[src/oms_params.svh]
`ifndef OMS_PARAMS_SVH
`define OMS_PARAMS_SVH

// Clock source codes held in nonvolatile configuration.
`define OMS_CODE_CRYSTAL_LOW_POWER 4'h0
`define OMS_CODE_CRYSTAL_RESONATOR 4'h1
`define OMS_CODE_HIGH_SPEED_CRYSTAL 4'h2
`define OMS_CODE_RES_CAP_QUARTER 4'h3
`define OMS_CODE_EXT_CLOCK_QUARTER 4'h4
`define OMS_CODE_EXT_CLOCK_IO 4'h5
`define OMS_CODE_CRYSTAL_TIMES_FOUR 4'h6
`define OMS_CODE_RES_CAP_IO 4'h7
`define OMS_CODE_INTERNAL_BOTH_IO 4'h8
`define OMS_CODE_INTERNAL_QUARTER 4'h9

// Internal frequency choice field values.
`define OMS_IFC_FAST_DIRECT 3'h7
`define OMS_IFC_FAST_HALF 3'h6
`define OMS_IFC_LOW_FREQ 3'h0
`define OMS_IFC_BASE_SHIFT 3'h7
`define OMS_POST_FULL_MASK 8'hff

// Frequencies in kHz.
`define OMS_REF_CLK_KHZ 40000
`define OMS_XTAL_IN_MAX_KHZ 10000
`define OMS_MULT_FACTOR 4
`define OMS_XTAL_MULT_MAX_KHZ 40000
`define OMS_INT_MULT_MAX_KHZ 32000
`define OMS_FAST_INT_KHZ 8000
`define OMS_POST_MAX_KHZ 4000
`define OMS_POST_MIN_KHZ 31
`define OMS_FAST_EN_MIN_KHZ 125
`define OMS_SLOW_INT_KHZ 31

// Oscillator start-up wait, in oscillator edges.
`define OMS_OST_TICKS 1024
`define OMS_OST_W 16

`endif

[src/oms_pkg.sv]
package oms_pkg;

    typedef enum logic [9:0] {
        MODE_CRYSTAL_LOW_POWER = 10'h001,
        MODE_CRYSTAL_RESONATOR = 10'h002,
        MODE_HIGH_SPEED_CRYSTAL = 10'h004,
        MODE_CRYSTAL_TIMES_FOUR = 10'h008,
        MODE_RES_CAP_QUARTER_OUT = 10'h010,
        MODE_RES_CAP_IO = 10'h020,
        MODE_INTERNAL_QUARTER_OUT = 10'h040,
        MODE_INTERNAL_BOTH_IO = 10'h080,
        MODE_EXT_CLOCK_QUARTER_OUT = 10'h100,
        MODE_EXT_CLOCK_IO = 10'h200
    } oms_mode_t;

    typedef enum logic [1:0] {
        CFG_WAIT = 2'h1,
        CFG_RUN = 2'h2
    } oms_cfg_state_t;

endpackage

[src/oms_osc_select.sv]
`timescale 1ns/100ps
`default_nettype none
`include "oms_params.svh"

module oms_osc_select #(
    parameter int OST_TICKS = `OMS_OST_TICKS,
    parameter int SYS_CLK_KHZ = `OMS_REF_CLK_KHZ
) (
    input wire logic ref_clk_i,
    input wire logic rst_i,
    input wire logic cfg_load_i,
    input wire logic [3:0] clock_source_code_i,
    input wire logic [2:0] internal_freq_choice_i,
    input wire logic multiplier_enable_bit_i,
    input wire logic low_freq_src_fast_i,
    input wire logic power_up_timer_en_i,
    input wire logic fail_safe_monitor_en_i,
    input wire logic watchdog_en_i,
    input wire logic two_speed_start_en_i,
    input wire logic sleep_exit_i,
    input wire logic fast_osc_i,
    input wire logic slow_osc_i,
    input wire logic primary_clock_pin_in_i,
    output logic primary_clock_pin_in_o,
    output logic primary_clock_pin_in_oe_n_o,
    input wire logic primary_clock_pin_out_i,
    output logic primary_clock_pin_out_o,
    output logic primary_clock_pin_out_oe_n_o,
    input wire logic port_bit_six_i,
    input wire logic port_bit_six_oe_n_i,
    output logic port_bit_six_o,
    input wire logic port_bit_seven_i,
    input wire logic port_bit_seven_oe_n_i,
    output logic port_bit_seven_o,
    output oms_pkg::oms_mode_t osc_mode_o,
    output logic cfg_loaded_o,
    output logic crystal_pins_reserved_o,
    output logic osc_startup_wait_o,
    output logic xtal_mult_on_o,
    output logic int_mult_on_o,
    output logic multiplier_enable_bit_o,
    output logic fast_internal_enable_o,
    output logic slow_internal_enable_o,
    output logic sys_clk_tick_o
);
    generate
        if (OST_TICKS < 1 || OST_TICKS > 65535) begin : g_chk_ost
            $error("oms_osc_select: OST_TICKS out of range.");
        end
        if (`OMS_XTAL_IN_MAX_KHZ * `OMS_MULT_FACTOR != `OMS_XTAL_MULT_MAX_KHZ ||
            SYS_CLK_KHZ > `OMS_XTAL_MULT_MAX_KHZ) begin : g_chk_xtal
            $error("oms_osc_select: clock rate above the multiplied crystal limit.");
        end
        if (`OMS_FAST_INT_KHZ * `OMS_MULT_FACTOR != `OMS_INT_MULT_MAX_KHZ ||
            `OMS_POST_MAX_KHZ * 2 != `OMS_FAST_INT_KHZ ||
            `OMS_POST_MIN_KHZ != `OMS_SLOW_INT_KHZ ||
            `OMS_FAST_EN_MIN_KHZ * 64 != `OMS_FAST_INT_KHZ) begin : g_chk_int
            $error("oms_osc_select: internal clock table inconsistent.");
        end
    endgenerate
    function automatic oms_pkg::oms_mode_t oms_decode(input logic [3:0] code);
        oms_pkg::oms_mode_t m;
        case (code)
            `OMS_CODE_CRYSTAL_LOW_POWER: m = oms_pkg::MODE_CRYSTAL_LOW_POWER;
            `OMS_CODE_CRYSTAL_RESONATOR: m = oms_pkg::MODE_CRYSTAL_RESONATOR;
            `OMS_CODE_HIGH_SPEED_CRYSTAL: m = oms_pkg::MODE_HIGH_SPEED_CRYSTAL;
            `OMS_CODE_CRYSTAL_TIMES_FOUR: m = oms_pkg::MODE_CRYSTAL_TIMES_FOUR;
            `OMS_CODE_RES_CAP_IO: m = oms_pkg::MODE_RES_CAP_IO;
            `OMS_CODE_INTERNAL_QUARTER: m = oms_pkg::MODE_INTERNAL_QUARTER_OUT;
            `OMS_CODE_INTERNAL_BOTH_IO: m = oms_pkg::MODE_INTERNAL_BOTH_IO;
            `OMS_CODE_EXT_CLOCK_QUARTER: m = oms_pkg::MODE_EXT_CLOCK_QUARTER_OUT;
            `OMS_CODE_EXT_CLOCK_IO: m = oms_pkg::MODE_EXT_CLOCK_IO;
            default: m = oms_pkg::MODE_RES_CAP_QUARTER_OUT;
        endcase
        return m;
    endfunction
    function automatic logic oms_is_crystal(input oms_pkg::oms_mode_t m);
        return (m == oms_pkg::MODE_CRYSTAL_LOW_POWER) || (m == oms_pkg::MODE_CRYSTAL_RESONATOR) ||
               (m == oms_pkg::MODE_HIGH_SPEED_CRYSTAL) || (m == oms_pkg::MODE_CRYSTAL_TIMES_FOUR);
    endfunction
    function automatic logic oms_is_internal(input oms_pkg::oms_mode_t m);
        return (m == oms_pkg::MODE_INTERNAL_QUARTER_OUT) || (m == oms_pkg::MODE_INTERNAL_BOTH_IO);
    endfunction
    // Pin and oscillator levels: bit 0 input pin, 1 output pin, 2 fast, 3 slow.
    logic [3:0] sync1_ff;
    logic [3:0] sync2_ff;
    logic [3:0] sync3_ff;
    logic [3:0] acc_ff;
    logic [3:0] acc_d_ff;

    always_ff @(posedge ref_clk_i) begin
        if (rst_i) begin
            sync1_ff <= 4'h0;
            sync2_ff <= 4'h0;
            sync3_ff <= 4'h0;
        end else begin
            sync1_ff <= {slow_osc_i, fast_osc_i, primary_clock_pin_out_i, primary_clock_pin_in_i};
            sync2_ff <= sync1_ff;
            sync3_ff <= sync2_ff;
        end
    end
    // A level is accepted only once the second and third stages agree.
    always_ff @(posedge ref_clk_i) begin
        if (rst_i) begin
            acc_ff <= 4'h0;
            acc_d_ff <= 4'h0;
        end else begin
            acc_ff <= (sync2_ff & sync3_ff) | (acc_ff & (sync2_ff | sync3_ff));
            acc_d_ff <= acc_ff;
        end
    end
    wire logic [3:0] rise = acc_ff & ~acc_d_ff;
    oms_pkg::oms_cfg_state_t cfg_state_ff;
    oms_pkg::oms_cfg_state_t nxt_cfg_state;
    oms_pkg::oms_mode_t mode_ff;
    wire oms_pkg::oms_mode_t dec_mode = oms_decode(clock_source_code_i);
    wire logic run = (cfg_state_ff == oms_pkg::CFG_RUN);
    always_comb begin
        nxt_cfg_state = cfg_state_ff;
        case (cfg_state_ff)
            oms_pkg::CFG_WAIT: begin
                if (cfg_load_i) begin
                    nxt_cfg_state = oms_pkg::CFG_RUN;
                end
            end
            oms_pkg::CFG_RUN: begin
                nxt_cfg_state = oms_pkg::CFG_RUN;
            end
            default: begin
                nxt_cfg_state = oms_pkg::CFG_WAIT;
            end
        endcase
    end

    always_ff @(posedge ref_clk_i) begin
        if (rst_i) begin
            cfg_state_ff <= oms_pkg::CFG_WAIT;
            mode_ff <= oms_pkg::MODE_INTERNAL_BOTH_IO;
        end else begin
            cfg_state_ff <= nxt_cfg_state;
            if (cfg_load_i) begin
                mode_ff <= dec_mode;
            end
        end
    end
    wire logic is_xtal = oms_is_crystal(mode_ff);
    wire logic is_int = oms_is_internal(mode_ff);
    wire logic m_times_four = (mode_ff == oms_pkg::MODE_CRYSTAL_TIMES_FOUR);
    wire logic int_freq_fast = (internal_freq_choice_i == `OMS_IFC_FAST_DIRECT) ||
                               (internal_freq_choice_i == `OMS_IFC_FAST_HALF);
    wire logic int_mult_avail = run && is_int && int_freq_fast;
    wire logic low_sel = (internal_freq_choice_i == `OMS_IFC_LOW_FREQ);
    wire logic quarter_out = (mode_ff == oms_pkg::MODE_EXT_CLOCK_QUARTER_OUT) ||
                             (mode_ff == oms_pkg::MODE_RES_CAP_QUARTER_OUT) ||
                             (mode_ff == oms_pkg::MODE_INTERNAL_QUARTER_OUT);
    wire logic six_io = (mode_ff == oms_pkg::MODE_EXT_CLOCK_IO) ||
                        (mode_ff == oms_pkg::MODE_RES_CAP_IO) ||
                        (mode_ff == oms_pkg::MODE_INTERNAL_BOTH_IO);
    // Start-up wait counts edges of the crystal on the input pin.
    logic [`OMS_OST_W-1:0] ost_cnt_ff;
    localparam logic [`OMS_OST_W-1:0] OST_LOAD = OST_TICKS[`OMS_OST_W-1:0];
    wire logic ost_start_load = cfg_load_i && oms_is_crystal(dec_mode);
    wire logic ost_start_wake = sleep_exit_i && run && is_xtal;

    always_ff @(posedge ref_clk_i) begin
        if (rst_i) begin
            ost_cnt_ff <= '0;
        end else if (ost_start_load || ost_start_wake) begin
            ost_cnt_ff <= OST_LOAD;
        end else if (cfg_load_i || !is_xtal) begin
            ost_cnt_ff <= '0;
        end else if (rise[0] && ost_cnt_ff != '0) begin
            ost_cnt_ff <= ost_cnt_ff - {{(`OMS_OST_W-1){1'b0}}, 1'b1};
        end
    end
    logic post_tick;
    oms_postscaler #(
        .CNT_W(8)
    ) u_post (
        .ref_clk_i(ref_clk_i),
        .rst_i(rst_i),
        .fast_tick_i(rise[2]),
        .slow_tick_i(rise[3]),
        .freq_choice_i(internal_freq_choice_i),
        .low_src_fast_i(low_freq_src_fast_i),
        .tick_o(post_tick)
    );
    // Crystal, RC and external clock all arrive on the input pin.
    wire logic nxt_sys_tick = run && (is_int ? post_tick : rise[0]);
    logic sys_tick_ff;
    logic quarter_q;

    always_ff @(posedge ref_clk_i) begin
        if (rst_i) begin
            sys_tick_ff <= 1'b0;
        end else begin
            sys_tick_ff <= nxt_sys_tick;
        end
    end
    oms_quarter_div #(
        .DIV_W(2)
    ) u_quarter (
        .ref_clk_i(ref_clk_i),
        .rst_i(rst_i),
        .tick_i(sys_tick_ff),
        .q_o(quarter_q)
    );
    wire logic nxt_out_pin = quarter_out ? quarter_q : (six_io ? port_bit_six_i : 1'b0);
    wire logic nxt_out_oe_n = !run || is_xtal || (six_io ? port_bit_six_oe_n_i : !quarter_out);
    wire logic nxt_in_pin = is_int ? port_bit_seven_i : 1'b0;
    wire logic nxt_in_oe_n = !(run && is_int) || port_bit_seven_oe_n_i;
    wire logic nxt_six_rd = run && six_io && acc_ff[1];
    wire logic nxt_seven_rd = run && is_int && acc_ff[0];

    always_ff @(posedge ref_clk_i) begin
        if (rst_i) begin
            primary_clock_pin_out_o <= 1'b0;
            primary_clock_pin_out_oe_n_o <= 1'b1;
            primary_clock_pin_in_o <= 1'b0;
            primary_clock_pin_in_oe_n_o <= 1'b1;
            port_bit_six_o <= 1'b0;
            port_bit_seven_o <= 1'b0;
        end else begin
            primary_clock_pin_out_o <= nxt_out_pin;
            primary_clock_pin_out_oe_n_o <= nxt_out_oe_n;
            primary_clock_pin_in_o <= nxt_in_pin;
            primary_clock_pin_in_oe_n_o <= nxt_in_oe_n;
            port_bit_six_o <= nxt_six_rd;
            port_bit_seven_o <= nxt_seven_rd;
        end
    end
    wire logic nxt_xtal_mult = run && m_times_four;
    wire logic nxt_int_mult = int_mult_avail && multiplier_enable_bit_i;
    wire logic nxt_fast_en = run && is_int && (!low_sel || low_freq_src_fast_i);
    wire logic nxt_slow_en = (run && is_int && low_sel && !low_freq_src_fast_i) ||
                             power_up_timer_en_i || fail_safe_monitor_en_i ||
                             watchdog_en_i || two_speed_start_en_i;

    always_ff @(posedge ref_clk_i) begin
        if (rst_i) begin
            xtal_mult_on_o <= 1'b0;
            int_mult_on_o <= 1'b0;
            fast_internal_enable_o <= 1'b0;
            slow_internal_enable_o <= 1'b0;
        end else begin
            xtal_mult_on_o <= nxt_xtal_mult;
            int_mult_on_o <= nxt_int_mult;
            fast_internal_enable_o <= nxt_fast_en;
            slow_internal_enable_o <= nxt_slow_en;
        end
    end
    assign multiplier_enable_bit_o = int_mult_on_o;
    assign osc_mode_o = mode_ff;
    assign cfg_loaded_o = run;
    assign crystal_pins_reserved_o = run && is_xtal;
    assign osc_startup_wait_o = (ost_cnt_ff != '0);
    assign sys_clk_tick_o = sys_tick_ff;
endmodule

`default_nettype wire

[src/oms_postscaler.sv]
`timescale 1ns/100ps
`default_nettype none
`include "oms_params.svh"

module oms_postscaler #(
    parameter int CNT_W = 8
) (
    input wire logic ref_clk_i,
    input wire logic rst_i,
    input wire logic fast_tick_i,
    input wire logic slow_tick_i,
    input wire logic [2:0] freq_choice_i,
    input wire logic low_src_fast_i,
    output logic tick_o
);

    generate
        if (CNT_W < 8) begin : g_chk
            $error("oms_postscaler: CNT_W must be at least 8.");
        end
    endgenerate

    function automatic logic [7:0] oms_post_mask(input logic [2:0] choice, input logic lowfast);
        logic [7:0] m;
        m = 8'h00;
        if (choice == `OMS_IFC_LOW_FREQ) begin
            m = lowfast ? `OMS_POST_FULL_MASK : 8'h00;
        end else begin
            m = ~(`OMS_POST_FULL_MASK << (`OMS_IFC_BASE_SHIFT - choice));
        end
        return m;
    endfunction

    logic [CNT_W-1:0] cnt_ff;
    logic tick_ff;
    wire logic [7:0] mask = oms_post_mask(freq_choice_i, low_src_fast_i);
    wire logic use_slow = (freq_choice_i == `OMS_IFC_LOW_FREQ) && !low_src_fast_i;
    wire logic nxt_tick = use_slow ? slow_tick_i
                                   : (fast_tick_i && ((cnt_ff[7:0] & mask) == mask));

    always_ff @(posedge ref_clk_i) begin
        if (rst_i) begin
            cnt_ff <= '0;
        end else if (fast_tick_i) begin
            cnt_ff <= cnt_ff + {{(CNT_W-1){1'b0}}, 1'b1};
        end
    end

    always_ff @(posedge ref_clk_i) begin
        if (rst_i) begin
            tick_ff <= 1'b0;
        end else begin
            tick_ff <= nxt_tick;
        end
    end

    assign tick_o = tick_ff;

endmodule

`default_nettype wire

[src/oms_quarter_div.sv]
`timescale 1ns/100ps
`default_nettype none

module oms_quarter_div #(
    parameter int DIV_W = 2
) (
    input wire logic ref_clk_i,
    input wire logic rst_i,
    input wire logic tick_i,
    output logic q_o
);

    generate
        if (DIV_W < 1) begin : g_chk
            $error("oms_quarter_div: DIV_W must be at least 1.");
        end
    endgenerate

    logic [DIV_W-1:0] cnt_ff;

    // The top bit completes one period every 2**DIV_W tick_i pulses.
    always_ff @(posedge ref_clk_i) begin
        if (rst_i) begin
            cnt_ff <= '0;
        end else if (tick_i) begin
            cnt_ff <= cnt_ff + {{(DIV_W-1){1'b0}}, 1'b1};
        end
    end

    assign q_o = cnt_ff[DIV_W-1];

endmodule

`default_nettype wire

[config.mk]
export PLATFORM = sky130hd
export DESIGN_NAME = oms_osc_select
export DESIGN_NICKNAME = d
export VERILOG_FILES = /design/src/oms_pkg.sv /design/src/oms_osc_select.sv /design/src/oms_postscaler.sv /design/src/oms_quarter_div.sv
export VERILOG_INCLUDE_DIRS = /design/src
export SDC_FILE = /design/constraint.sdc
export NUM_CORES = 1
export LEC_CHECK = 0
export BUFFER_PORTS_ARGS = -buffer_cell sky130_fd_sc_hd__buf_4
export CORE_MARGIN = 5
export CORE_UTILIZATION = 50
export DETAILED_ROUTE_END_ITERATION = 10
export PLACE_DENSITY_LB_ADDON = 0.08
export SETUP_SLACK_MARGIN = 0.2
export SKIP_LAST_GASP = 1
export SLEW_MARGIN = 25
export SYNTH_ARGS = -nofsm -noshare
export SYNTH_HDL_FRONTEND = slang
export SYNTH_SLANG_ARGS = --single-unit
[constraint.sdc]
create_clock -name ref_clk_i -period 2.1 [get_ports ref_clk_i]
set_input_delay 0.525 -clock ref_clk_i [delete_from_list [all_inputs] [get_ports ref_clk_i]]
set_output_delay 0.525 -clock ref_clk_i [all_outputs]
set_load 0.01 [all_outputs]
# After elaboration in Yosys (flattened, before gate mapping)
# Memory sizes are Yosys's and may differ from the RTL's.
# Index checks and enable logic that the tools add are counted.
dict set report totals {
  mem_bits_ro 160
  mem_count 1
  register_bits 70
  word_cells 121
}
dict set report classes {
  addsub 4
  mux 12
  reduce_logical 51
  n_shift 1
  bitwise_logic 9
  eq_ne 20
}
# name depth width read_ports rd_ports_with_merged_regs wr line
set memory_table {}
lappend memory_table {{(no name shown)} 16 10 1 0 0 oms_osc_select.sv:63} ;# case (code)
# cell count
set ops {}
lappend ops {{$mux W11} 3}
lappend ops {{$logic_or A1 B1 Y1} 22}
lappend ops {{$eq A10 B1 Y1 const B} 2}
lappend ops {{$eq A10 B2 Y1 const B} 2}
lappend ops {{$eq A10 B3 Y1 const B} 2}
lappend ops {{$eq A10 B4 Y1 const B} 2}
lappend ops {{$logic_and A1 B1 Y1} 18}
lappend ops {{$mux W8} 2}
lappend ops {{$reduce_bool A16 Y1} 1}
lappend ops {{$sub A16 B1 Y16 const B} 1}
lappend ops {{$and A4 B4 Y4} 3}
lappend ops {{$eq A10 B10 Y1 const B} 1}
lappend ops {{$eq A10 B5 Y1 const B} 1}
lappend ops {{$eq A10 B6 Y1 const B} 1}
lappend ops {{$eq A10 B7 Y1 const B} 1}
lappend ops {{$eq A10 B8 Y1 const B} 1}
lappend ops {{$eq A10 B9 Y1 const B} 1}
lappend ops {{$add A8 B1 Y8 const B} 1}
lappend ops {{$and A8 B8 Y8} 1}
lappend ops {{$eq A8 B8 Y1} 1}
lappend ops {{$not A8 Y8} 1}
lappend ops {{$or A4 B4 Y4} 2}
lappend ops {{$shl A8 B3 Y8 const A} 1}
lappend ops {{$eq A3 B3 Y1 const B} 2}
lappend ops {{15 further kinds} 24}

# Logic depth before layout (Yosys ltp)
# Gate-level depths: netlist of run 1.
dict set report logic_depth {
  word_depth 9
  mapped_depth 8
  ltp_nobuf 8
}

# Cells and area by module
# From an unflattened synthesis of run 1, not the netlist that was laid out.
dict set report unflattened {
  cells_unflattened 331
  area_unflattened_um2 3017.9
}
# mod area_each_um2 seq_area_each_um2 instances cells_each
set modules_own_cells {}
lappend modules_own_cells {oms_osc_select 2494.9 1161.1 1 275}
lappend modules_own_cells {oms_postscaler 444.2 180.2 1 49}
lappend modules_own_cells {oms_quarter_div 78.8 40.0 1 7}

# Least setup slack after synthesis of run 1
# Ideal clock, no wire load.
dict set report synth_path {
  path_type {register -> register}
  startpoint {reg mode_ff[0] (netlist: osc_mode_o[0])}
  endpoint {reg primary_clock_pin_in_oe_n_o}
  stages_incl_launch_ff 6
  setup_time_ns 0.127
  slack_ns -0.138
  t_arrival_ns 2.111
  synth_period_minus_slack_ns 2.238
  path_cell_list {dfxtp_1 -> or4_1 -> or3_1 -> or4_1 -> clkbuf_2 -> or3_1}
}
dict set report synth_via {
  elab_chain_cells 5
  elab_cells_between_ends 6
}
# element line
set synth_rtl {}
lappend synth_rtl {{start, declared} oms_osc_select.sv:115} ;# oms_pkg::oms_mode_t mode_ff;
lappend synth_rtl {{start signal, assigned} oms_osc_select.sv:138} ;# mode_ff <= oms_pkg::MODE_INTERNAL_BOTH_IO;
lappend synth_rtl {{start signal, assigned} oms_osc_select.sv:142} ;# mode_ff <= dec_mode;
lappend synth_rtl {{$eq A10 B7 Y1 or $eq A10 B8 Y1 (tied branches)} oms_osc_select.sv:82} ;# return (m == oms_pkg::MODE_INTERNAL_QUARTER_OUT) || (m == oms_pkg::MODE_INTERNAL_BOTH_IO);
lappend synth_rtl {{$logic_or A1 B1 Y1 *} oms_osc_select.sv:82}
lappend synth_rtl {{$logic_and A1 B1 Y1 *} oms_osc_select.sv:211} ;# wire logic nxt_in_oe_n = !(run && is_int) || port_bit_seven_oe_n_i;
lappend synth_rtl {{$logic_not A1 Y1 *} oms_osc_select.sv:211}
lappend synth_rtl {{$logic_or A1 B1 Y1 *} oms_osc_select.sv:211}
lappend synth_rtl {{end signal, assigned} oms_osc_select.sv:227} ;# primary_clock_pin_in_oe_n_o <= nxt_in_oe_n;
lappend synth_rtl {{end, declared} oms_osc_select.sv:25} ;# output logic primary_clock_pin_in_oe_n_o,
# Mark *: on every way between the ends. The rest lies on a longest branch, timed or not.
# A chain may end at the register's enable or synchronous reset.

# Worst setup path after layout of run 1
dict set report layout_path {
  startpoint {reg mode_ff[5] (netlist: osc_mode_o[5])}
  endpoint {out crystal_pins_reserved_o}
}
dict set report layout_via {
  elab_chain_cells 5
  elab_cells_between_ends 8
}
# element line
set layout_rtl {}
lappend layout_rtl {{$eq A10 B1 Y1 or $eq A10 B2 Y1 (tied branches)} oms_osc_select.sv:78} ;# return (m == oms_pkg::MODE_CRYSTAL_LOW_POWER) || (m == oms_pkg::MODE_CRYSTAL_RESONATOR) ||
lappend layout_rtl {{$logic_or A1 B1 Y1 (2 in series)} oms_osc_select.sv:78}
lappend layout_rtl {{$logic_or A1 B1 Y1 *} oms_osc_select.sv:79} ;# (m == oms_pkg::MODE_HIGH_SPEED_CRYSTAL) || (m == oms_pkg::MODE_CRYSTAL_TIMES_FOUR);
lappend layout_rtl {{$logic_and A1 B1 Y1 *} oms_osc_select.sv:255} ;# assign crystal_pins_reserved_o = run && is_xtal;
lappend layout_rtl {{end, declared} oms_osc_select.sv:37} ;# output logic crystal_pins_reserved_o,
# Marks and branches as above.

==> summary.txt, run 1 <==
Run status
  • Run status: finished, violations left
  • Failing checks: setup timing

Clock network
  • Worst-case clock buffer depth: 2
  • Clock Sinks: between 60 and 70
  • Clock latency on the worst-skew pair: 0.34 ns
  • CTS Root Buffer Type: clkbuf_8
  • Hold_buf cts: 0
  • Reg clk slew, reported paths: roughly 0.08 ns
  • H-Tree Depth: 3
  • CTS buffer count: 9
  • CTS tree: yes

Power
  • Pwr Total: between 2 and 3 mW
  • PwrDens: approximately 720 nW/um2
  • P_leak: 1.64 nW
  • Worst vdd ir: around 730 uV

Final layout
  • Final Non-Filler Cells: 489
  • Nets: between 400 and 500
  • Most frequent cells in the layout: buf_4 (80), dfxtp_1 (62), nor2_1 (33)
  • Synth-to-layout area growth: 41.6%
  • Antenna cells: 0
  • Most common cell after layout, fill and taps aside: buf_4
  • Layout cell share with drive strength beyond 1: ~36%
  • Filler cells: 432
  • Util after Layout: 73.0%

Synthesis
  • Count of distinct cell types in the synthesized netlist: 42
  • Yosys warning total: 0
  • Yosys reg bits: 69
  • Dominant synthesized flop cell: dfxtp_1
  • Post-Syn Area: around 2800 um2
  • Cells after synthesis: about 320
  • Synthesized area per cell: ~8.8 um2
  • Post-synth EDFFs: 0
  • Seq/Total Area, Yosys: a little under 50%
  • Post-Syn Nets: 350
  • Asr flop ratio synth: 0%

Timing
  • Max Slew Vio Count: 0
  • Final hold vios: 0
  • Period minus WS final: 2.42 ns
  • Slew at the pin closest to its max-slew limit: about 0.64 ns
  • RSZ-0062 raised after global routing: true
  • Final Cycle Share: 115%
  • Post-route setup slack: -0.324 ns
  • Achievable Freq: between 0.4 and 0.5 GHz
  • Endpoints failing setup: 24
  • Setup TNS: -4.30 ns
  • Clock Skew: approximately 0.011 ns
  • Headroom to the max-slew limit: between 50% and 60%

Job
  • Max-cap violations: 0

Place
  • Placer Congestion: 0.810
  • Placed Cells: 456
  • IO buf count: just under 50
  • HPWL after DPL: roughly 4.6 mm

Worst setup path
  • Critical Path Start Type: flip-flop
  • CP Data Required Time: around 1.6 ns
  • CP bufs+invs: 1
  • Slowest cell on crit path: or4_4
  • CP top delay family: simple AND/OR/NAND/NOR gates
  • Crit path DAT: between 1.5 and 2 ns
  • Critical path peak fanout: 2
  • CP Cell Sequence: or3_4 > or4_4 > a21oi_4 > and2_4 > buf_4
  • Critical Path End Type: output port
  • CP peak stage delay: about 0.45 ns
  • Kind of critical path: flip-flop to output port

GRT
  • Largest net degree at the start of global routing: 25
  • First-pass GRT wire length: roughly 12 mm
  • Global Route Usage Sum: between 20% and 30%
  • Initial antenna violation count: 0
  • Gr ovfl total: 0
  • Vias in the first global route: between 2000 and 3000

Detailed routing
  • Total wire length: 7.21 mm
  • WL/cell: between 10 and 15 um
  • Vias per cell: 5.39
  • DR iter-0 viols: approximately 190
  • Vias: 2635
  • Detail Route Antenna Nets: 0
  • DRC: 0
  • First-pass detailed-route iteration total: 4

Floorplan
  • Row cnt: 27
  • Die ar.: roughly 7300 um2
  • Initial Utilization: roughly 52%
  • Die X: between 80 and 90 um
  • Die H: roughly 85 um
  • Core Area: around 5500 um2
  • Ports: 50

Min path
  • HP Class: input port to flip-flop
-- cells in the mapped netlist, types with 5 or more instances --
library cell   n  share of area, %
a21oi_1       24               4.2
clkbuf_1       9               1.2
dfxtp_1       69                49
inv_1         11               1.5
mux2i_1        5               1.8
nand2_1       23               3.0
nand4_1        5               1.1
nor2_1        41               5.4
nor2b_1       19               4.2
nor3_1        10               1.8
nor4_1         9               2.0
o21ai_0       15               2.6
or3_1          8               1.8
xnor2_1       10               3.1
xor2_1        11               3.4
-- registers in the layout, indices dropped and copies added, names as in the netlist, 3 cells and up --
signal         flops
ost_cnt_ff        16
osc_mode_o        10
u_post.cnt_ff      8
acc_ff             4
sync1_ff           4
sync2_ff           4
sync3_ff           4
acc_d_ff           3
-- metal layers --
layer	wire length, um	GRT usage (%)	vias to the layer above	share of wire (%)
met5	0	0	-	0
met4	121	9.93	0	1.7
met3	384	3.98	11	5.3
met2	3580	34.5	70	50
met1	3120	24.2	1248	43
li1	-	-	1306	-
-- cells by family after synthesis --
kind of cell	after synthesis	share of synthesized area (%)
AOI/OAI and AO/OA	59	12.4
and+or+nand+nor	141	25.8
buffers and inverters	22	3.08
xor gates and xnor gates	21	6.48
muxes	5	1.76
adders and majority gates	4	1.76
DFF	69	48.7
-- report_power, final --
part	switching [mW]	internal, mW
clock network	0.476	0.693
logic	0.174	0.174
registers	0.0227	1.35
total	0.673	2.21
-- final cells by class --
type	instances	area [um2]	share of cell area, %
clock buffers	11	141	3.52
repair buffers	92	736	18.3
flip-flops and latches	69	1390	34.6
multi-input cells	230	1550	38.5
inverters	11	41.3	1.03
well taps	72	90.1	2.24
clock inverters	4	72.6	1.80
-- repair_timing --
item	in CTS	in global routing
setup buffers	15	3
pin swaps	8	5
setup endpoints to repair	23	28
resized for setup	38	15
-- worst paths after layout --
path / slack (ns) / start / cells after the start / to
hold / removal: 0.38 / port_bit_seven_oe_n_i / 2 / primary_clock_pin_in_oe_n_o
setup reg to reg: -0.26 / osc_mode_o[5] / 12 / ost_cnt_ff[14]
hold reg to reg: 0.44 / sync1_ff[1] / 1 / sync2_ff[1]
setup / recovery: -0.32 / osc_mode_o[5] / 5 / crystal_pins_reserved_o
-- through the flow --
step / hold slack [ns] / setup WS, ns / instance area, um2
after floorplan: 0.414 / -0.108 / 2870
after CTS: 0.362 / -0.338 / 3940
final: 0.376 / -0.324 / 4020
after detailed placement: 0.428 / -0.162 / 3470
after global routing: 0.361 / -0.375 / 4020
after global placement: 0.422 / -0.153 / 3470
(Power assumes the default switching activity.)
==> inputs of run 2 (changes only) <==
RECOVER_POWER = 50   (was unset)
==> summary.txt, run 2 (same netlist as run 1, synthesis figures left out) <==
Run status
  • Run status: finished, violations left
  • Failing checks: setup timing

Floorplan
  • Die X: approximately 85 um
  • Die H: about 85 um
  • Core Area: around 5500 um2
  • Ports: 50
  • Initial Utilization: 51.6%
  • Die ar.: ~7300 um2
  • Row cnt: 27

Detailed routing
  • First-pass detailed-route iteration total: 4
  • Detail Route Antenna Nets: 0
  • WL/cell: approximately 15 um
  • Vias per cell: 5.40
  • DRC: 0
  • DR iter-0 viols: 150
  • Total wire length: 7.21 mm
  • Vias: 2642

Worst setup path
  • Crit path DAT: about 1.9 ns
  • CP peak stage delay: approximately 0.45 ns
  • RR Startpoint: osc_mode_o[5]
  • Slowest cell on crit path: or4_4
  • Crit path depth: 5
  • CP top delay family: simple AND/OR/NAND/NOR gates
  • CP Cell Sequence: or3_4 > or4_4 > a21oi_4 > and2_4 > buf_4
  • Kind of critical path: flip-flop to output port
  • FF-to-FF End: ost_cnt_ff[14]
  • CP bufs+invs: 1
  • Critical Path End Type: output port
  • Critical path peak fanout: 2
  • Worst reg2reg setup slack: -0.27 ns
  • FF-to-FF path depth: 12
  • CP Data Required Time: 1.57 ns
  • Critical Path Start Type: flip-flop

Clock network
  • H-Tree Depth: 3
  • CTS buffer count: 9
  • Reg clk slew, reported paths: ~0.080 ns
  • Clock latency on the worst-skew pair: ~0.34 ns
  • CTS tree: yes
  • Clock Sinks: 69
  • Worst-case clock buffer depth: 2
  • CTS Root Buffer Type: clkbuf_8

Final layout
  • Util after Layout: ~73%
  • Most frequent cells in the layout: buf_4 (77), dfxtp_1 (62), nor2_1 (33)
  • Largest Register: ost_cnt_ff
  • Max reg flops: 16
  • Synth-to-layout area growth: 41.3%
  • Most common cell after layout, fill and taps aside: buf_4
  • Design Area, Final: about 4000 um2
  • Final Non-Filler Cells: around 500
  • Filler cells: 437
  • Antenna cells: 0
  • Layout cell share with drive strength beyond 1: between 30% and 40%
  • Nets: roughly 440

GRT
  • Vias in the first global route: around 2600
  • Global Route Usage Sum: between 20% and 30%
  • Gr ovfl total: 0
  • Initial antenna violation count: 0
  • Largest net degree at the start of global routing: 25
  • First-pass GRT wire length: 11.9 mm

Timing
  • Final Cycle Share: 116%
  • Final hold vios: 0
  • Headroom to the max-slew limit: between 20% and 30%
  • Endpoints failing setup: 24
  • Achievable Freq: around 0.41 GHz
  • RSZ-0062 raised after global routing: true
  • Period minus WS final: about 2.4 ns
  • Max Slew Vio Count: 0
  • Post-route setup slack: -0.331 ns
  • Slew at the pin closest to its max-slew limit: ~1.1 ns
  • Clock Skew: about 0.013 ns

Min path
  • WHS Path Cells: 2
  • HP Class: input port to flip-flop
  • Hold_sp: port_bit_seven_oe_n_i
  • WHS Endpoint: primary_clock_pin_in_oe_n_o

Power
  • Worst vdd ir: around 750 uV
  • P_leak: between 1.5 and 2 nW
  • PwrDens: around 720 nW/um2

Place
  • Placer Congestion: between 0.8 and 0.9
  • Placed Cells: approximately 460
  • IO buf count: around 50
  • Pre-CTS setup slack: -0.162 ns
  • Placed Area: approximately 3500 um2
  • HPWL after DPL: between 4 and 5 mm

Job
  • Max-cap violations: 0
==> run 2: changes by cell type in the layout (fill, tap and decap cells not counted), sizes merged <==
cell,previous run,this run
buf,92,89
clkbuf,11,14
==> run 2: layer usage <==
layer  vias to the layer above  routed length, um  GRT usage, %
met5                         -                  0             0
met4                         0                142          9.93
met3                        14                351          3.98
met2                        72               3590          34.5
met1                      1252               3130          24.2
li1                       1304                  -             -
==> run 2: report_power, final <==
part	switching [mW]	leakage, nW	internal [mW]
logic	0.174	0.962	0.172
registers	0.0229	0.563	1.35
clock network	0.481	0.105	0.693
total	0.677	1.63	2.21
==> run 2: worst reg2reg max path, cell delays in order (launching register included) <==
cell     delay, ns
dfxtp_2       0.32
or3_4         0.38
or4_4         0.45
a21oi_4       0.15
buf_4         0.13
buf_6         0.08
buf_6         0.08
buf_6         0.08
buf_4         0.11
nand4_1       0.10
buf_6         0.16
buf_6         0.14
nor2_2        0.11
==> run 2: layout make-up <==
class | instances | area (um2) | area share, %
multi-input cells | 230 | 1550 | 38.6
flip-flops and latches | 69 | 1390 | 34.7
inverters | 11 | 41.3 | 1.03
repair buffers | 92 | 726 | 18.1
clock buffers | 11 | 141 | 3.52
clock inverters | 4 | 72.6 | 1.81
well taps | 72 | 90.1 | 2.25
==> run 2: repair_timing <==
action                                  in CTS  in global routing
pin swaps                                    8                  5
gates resized for setup                     38                 15
endpoints found under the setup margin      23                 28
setup buffers                               15                  3
hold buffers                                 0                  0
==> run 2: worst max-delay path by stage <==
stage,startpoint,endpoint,slack (ns)
after global routing,osc_mode_o[5],crystal_pins_reserved_o,-0.38
after floorplan,osc_mode_o[0],primary_clock_pin_in_oe_n_o,-0.11
after global placement,osc_mode_o[0],slow_internal_enable_o,-0.15
after CTS,osc_mode_o[5],crystal_pins_reserved_o,-0.34
after detailed placement,osc_mode_o[0],slow_internal_enable_o,-0.16
final,osc_mode_o[5],crystal_pins_reserved_o,-0.33
==> run 2: per-stage QoR <==
step	power (mW)	TNS (ns)	hold slack (ns)
3_3_place_gp	1.67	-0.640	0.422
6_report	2.89	-4.44	0.374
3_5_place_dp	1.68	-0.691	0.428
5_1_grt	3.00	-5.98	0.361
2_1_floorplan	1.55	-0.128	0.414
4_1_cts	2.89	-4.02	0.362
==> inputs of run 3 (changes only) <==
PLACE_DENSITY = 0.75   (was unset)
PLACE_DENSITY_LB_ADDON = unset   (was 0.08)
==> summary.txt, run 3 (same netlist as run 1, synthesis figures left out) <==
Final layout
  • Nets: between 400 and 500
  • Most frequent cells in the layout: buf_4 (80), dfxtp_1 (60), nor2_1 (29)
  • Synth-to-layout area growth: 44.3%
  • Largest Register: ost_cnt_ff
  • Final Non-Filler Cells: 494
  • Antenna cells: 0
  • Max reg flops: 16
  • Most common cell after layout, fill and taps aside: buf_4
  • Layout cell share with drive strength beyond 1: between 30% and 40%

Worst setup path
  • Kind of critical path: flip-flop to output port
  • Critical Path Start Type: flip-flop
  • Crit path DAT: between 1.5 and 2 ns
  • Critical path peak fanout: 2
  • FF-to-FF path depth: 4
  • Critical Path End Type: output port
  • CP Data Required Time: about 1.6 ns

Detailed routing
  • DR iter-0 viols: 107
  • Total wire length: 7.85 mm
  • Detail Route Antenna Nets: 0
  • First-pass detailed-route iteration total: 4
  • Vias: roughly 2800
  • WL/cell: about 16 um
  • DRC: 0
  • Vias per cell: roughly 5.6

Timing
  • Headroom to the max-slew limit: between 10% and 20%
  • Max Slew Vio Count: 0
  • Post-route setup slack: -0.316 ns
  • Final Cycle Share: 115%
  • Final hold vios: 0
  • RSZ-0062 raised after global routing: true
  • Slew at the pin closest to its max-slew limit: 1.34 ns
  • Period minus WS final: 2.42 ns
  • Achievable Freq: 0.414 GHz
  • Clock Skew: 0.00790 ns
  • Endpoints failing setup: 10

Job
  • Max-cap violations: 0

Place
  • Pre-CTS setup slack: -0.158 ns
  • HPWL after DPL: about 4.6 mm
  • Placer Congestion: a little over 0.8
  • IO buf count: approximately 50
  • Placed Cells: about 450

Floorplan
  • Die X: between 80 and 90 um
  • Die H: 85.4 um
  • Initial Utilization: around 52%
  • Die ar.: about 7300 um2
  • Ports: 50
  • Core Area: between 5000 and 6000 um2
  • Row cnt: 27

GRT
  • Initial antenna violation count: 0
  • Largest net degree at the start of global routing: 29
  • Global Route Usage Sum: 21.0%
  • First-pass GRT wire length: 12.2 mm
  • Gr ovfl total: 0
  • Vias in the first global route: between 2000 and 3000

Run status
  • Failing checks: setup timing
  • Run status: finished, violations left

Clock network
  • Worst-case clock buffer depth: 2
  • Reg clk slew, reported paths: roughly 0.070 ns
  • Clock latency on the worst-skew pair: between 0.3 and 0.4 ns
  • H-Tree Depth: 3
  • CTS Root Buffer Type: clkbuf_8
  • Hold_buf cts: 0
  • Clock Sinks: a little under 70
  • CTS buffer count: 9
  • CTS tree: yes

Power
  • P_leak: about 1.7 nW
  • Pwr Total: 2.95 mW
  • PwrDens: between 700 and 800 nW/um2
  • Worst vdd ir: roughly 450 uV

Min path
  • WHS Path Cells: 2
  • HP Class: input port to flip-flop
-- run 3: metrics by stage --
step,instance area [um2],hold WS [ns],utilization (%),TNS [ns]
final,4100,0.372,74.4,-1.13
after global routing,4100,0.383,74.4,-2.52
after CTS,3890,0.368,70.7,-0.573
after detailed placement,3450,0.424,62.7,-0.543
after global placement,3450,0.416,62.7,-0.374
after floorplan,2870,0.414,-,-0.128
-- run 3: critical path: stages (launching register included) --
cell,delay [ns]
dfxtp_2,0.33
or3_4,0.39
or4_4,0.45
a21oi_4,0.13
and2_4,0.15
buf_4,0.11
-- run 3: final cells by class --
| type | count | area [um2] |
|---|---|---|
| Tap cell | 72 | 90.1 |
| Clock buffer | 11 | 151 |
| Sequential cell | 69 | 1400 |
| Timing Repair Buffer | 96 | 771 |
| Multi-Input combinational cell | 230 | 1560 |
| Fill cell | 367 | 1410 |
| Inverter | 11 | 41.3 |
| Clock inverter | 5 | 81.3 |
-- run 3: where the power goes --
group | internal, mW | total, mW | switching, mW
clock network | 0.736 | 1.25 | 0.519
logic | 0.165 | 0.331 | 0.165
registers | 1.34 | 1.37 | 0.0233
total | 2.25 | 2.95 | 0.708
-- run 3: final timing paths --
| check | endpoint | startpoint | slack, ns |
|---|---|---|---|
| min reg2reg | sync2_ff[0] | sync1_ff[0] | 0.44 |
| max reg2reg | primary_clock_pin_in_oe_n_o | osc_mode_o[0] | -0.15 |
| max | crystal_pins_reserved_o | osc_mode_o[5] | -0.32 |
| min | primary_clock_pin_in_oe_n_o | port_bit_seven_oe_n_i | 0.37 |
-- run 3: metal layers --
metal / vias up / GRT usage, % / wire length (um)
li1: 1314 / - / -
met1: 1293 / 25.8 / 3290
met2: 110 / 34.3 / 3820
met3: 36 / 3.79 / 397
met4: 0 / 12.1 / 350
met5: - / 0 / 0
-- run 3: what timing repair did --
item,in CTS,in global routing
gates cloned,1,0
resized for setup,34,32
buffers inserted,12,11
hold endpoints to repair,0,0
pin swaps,4,13
endpoints found under the setup margin,25,25
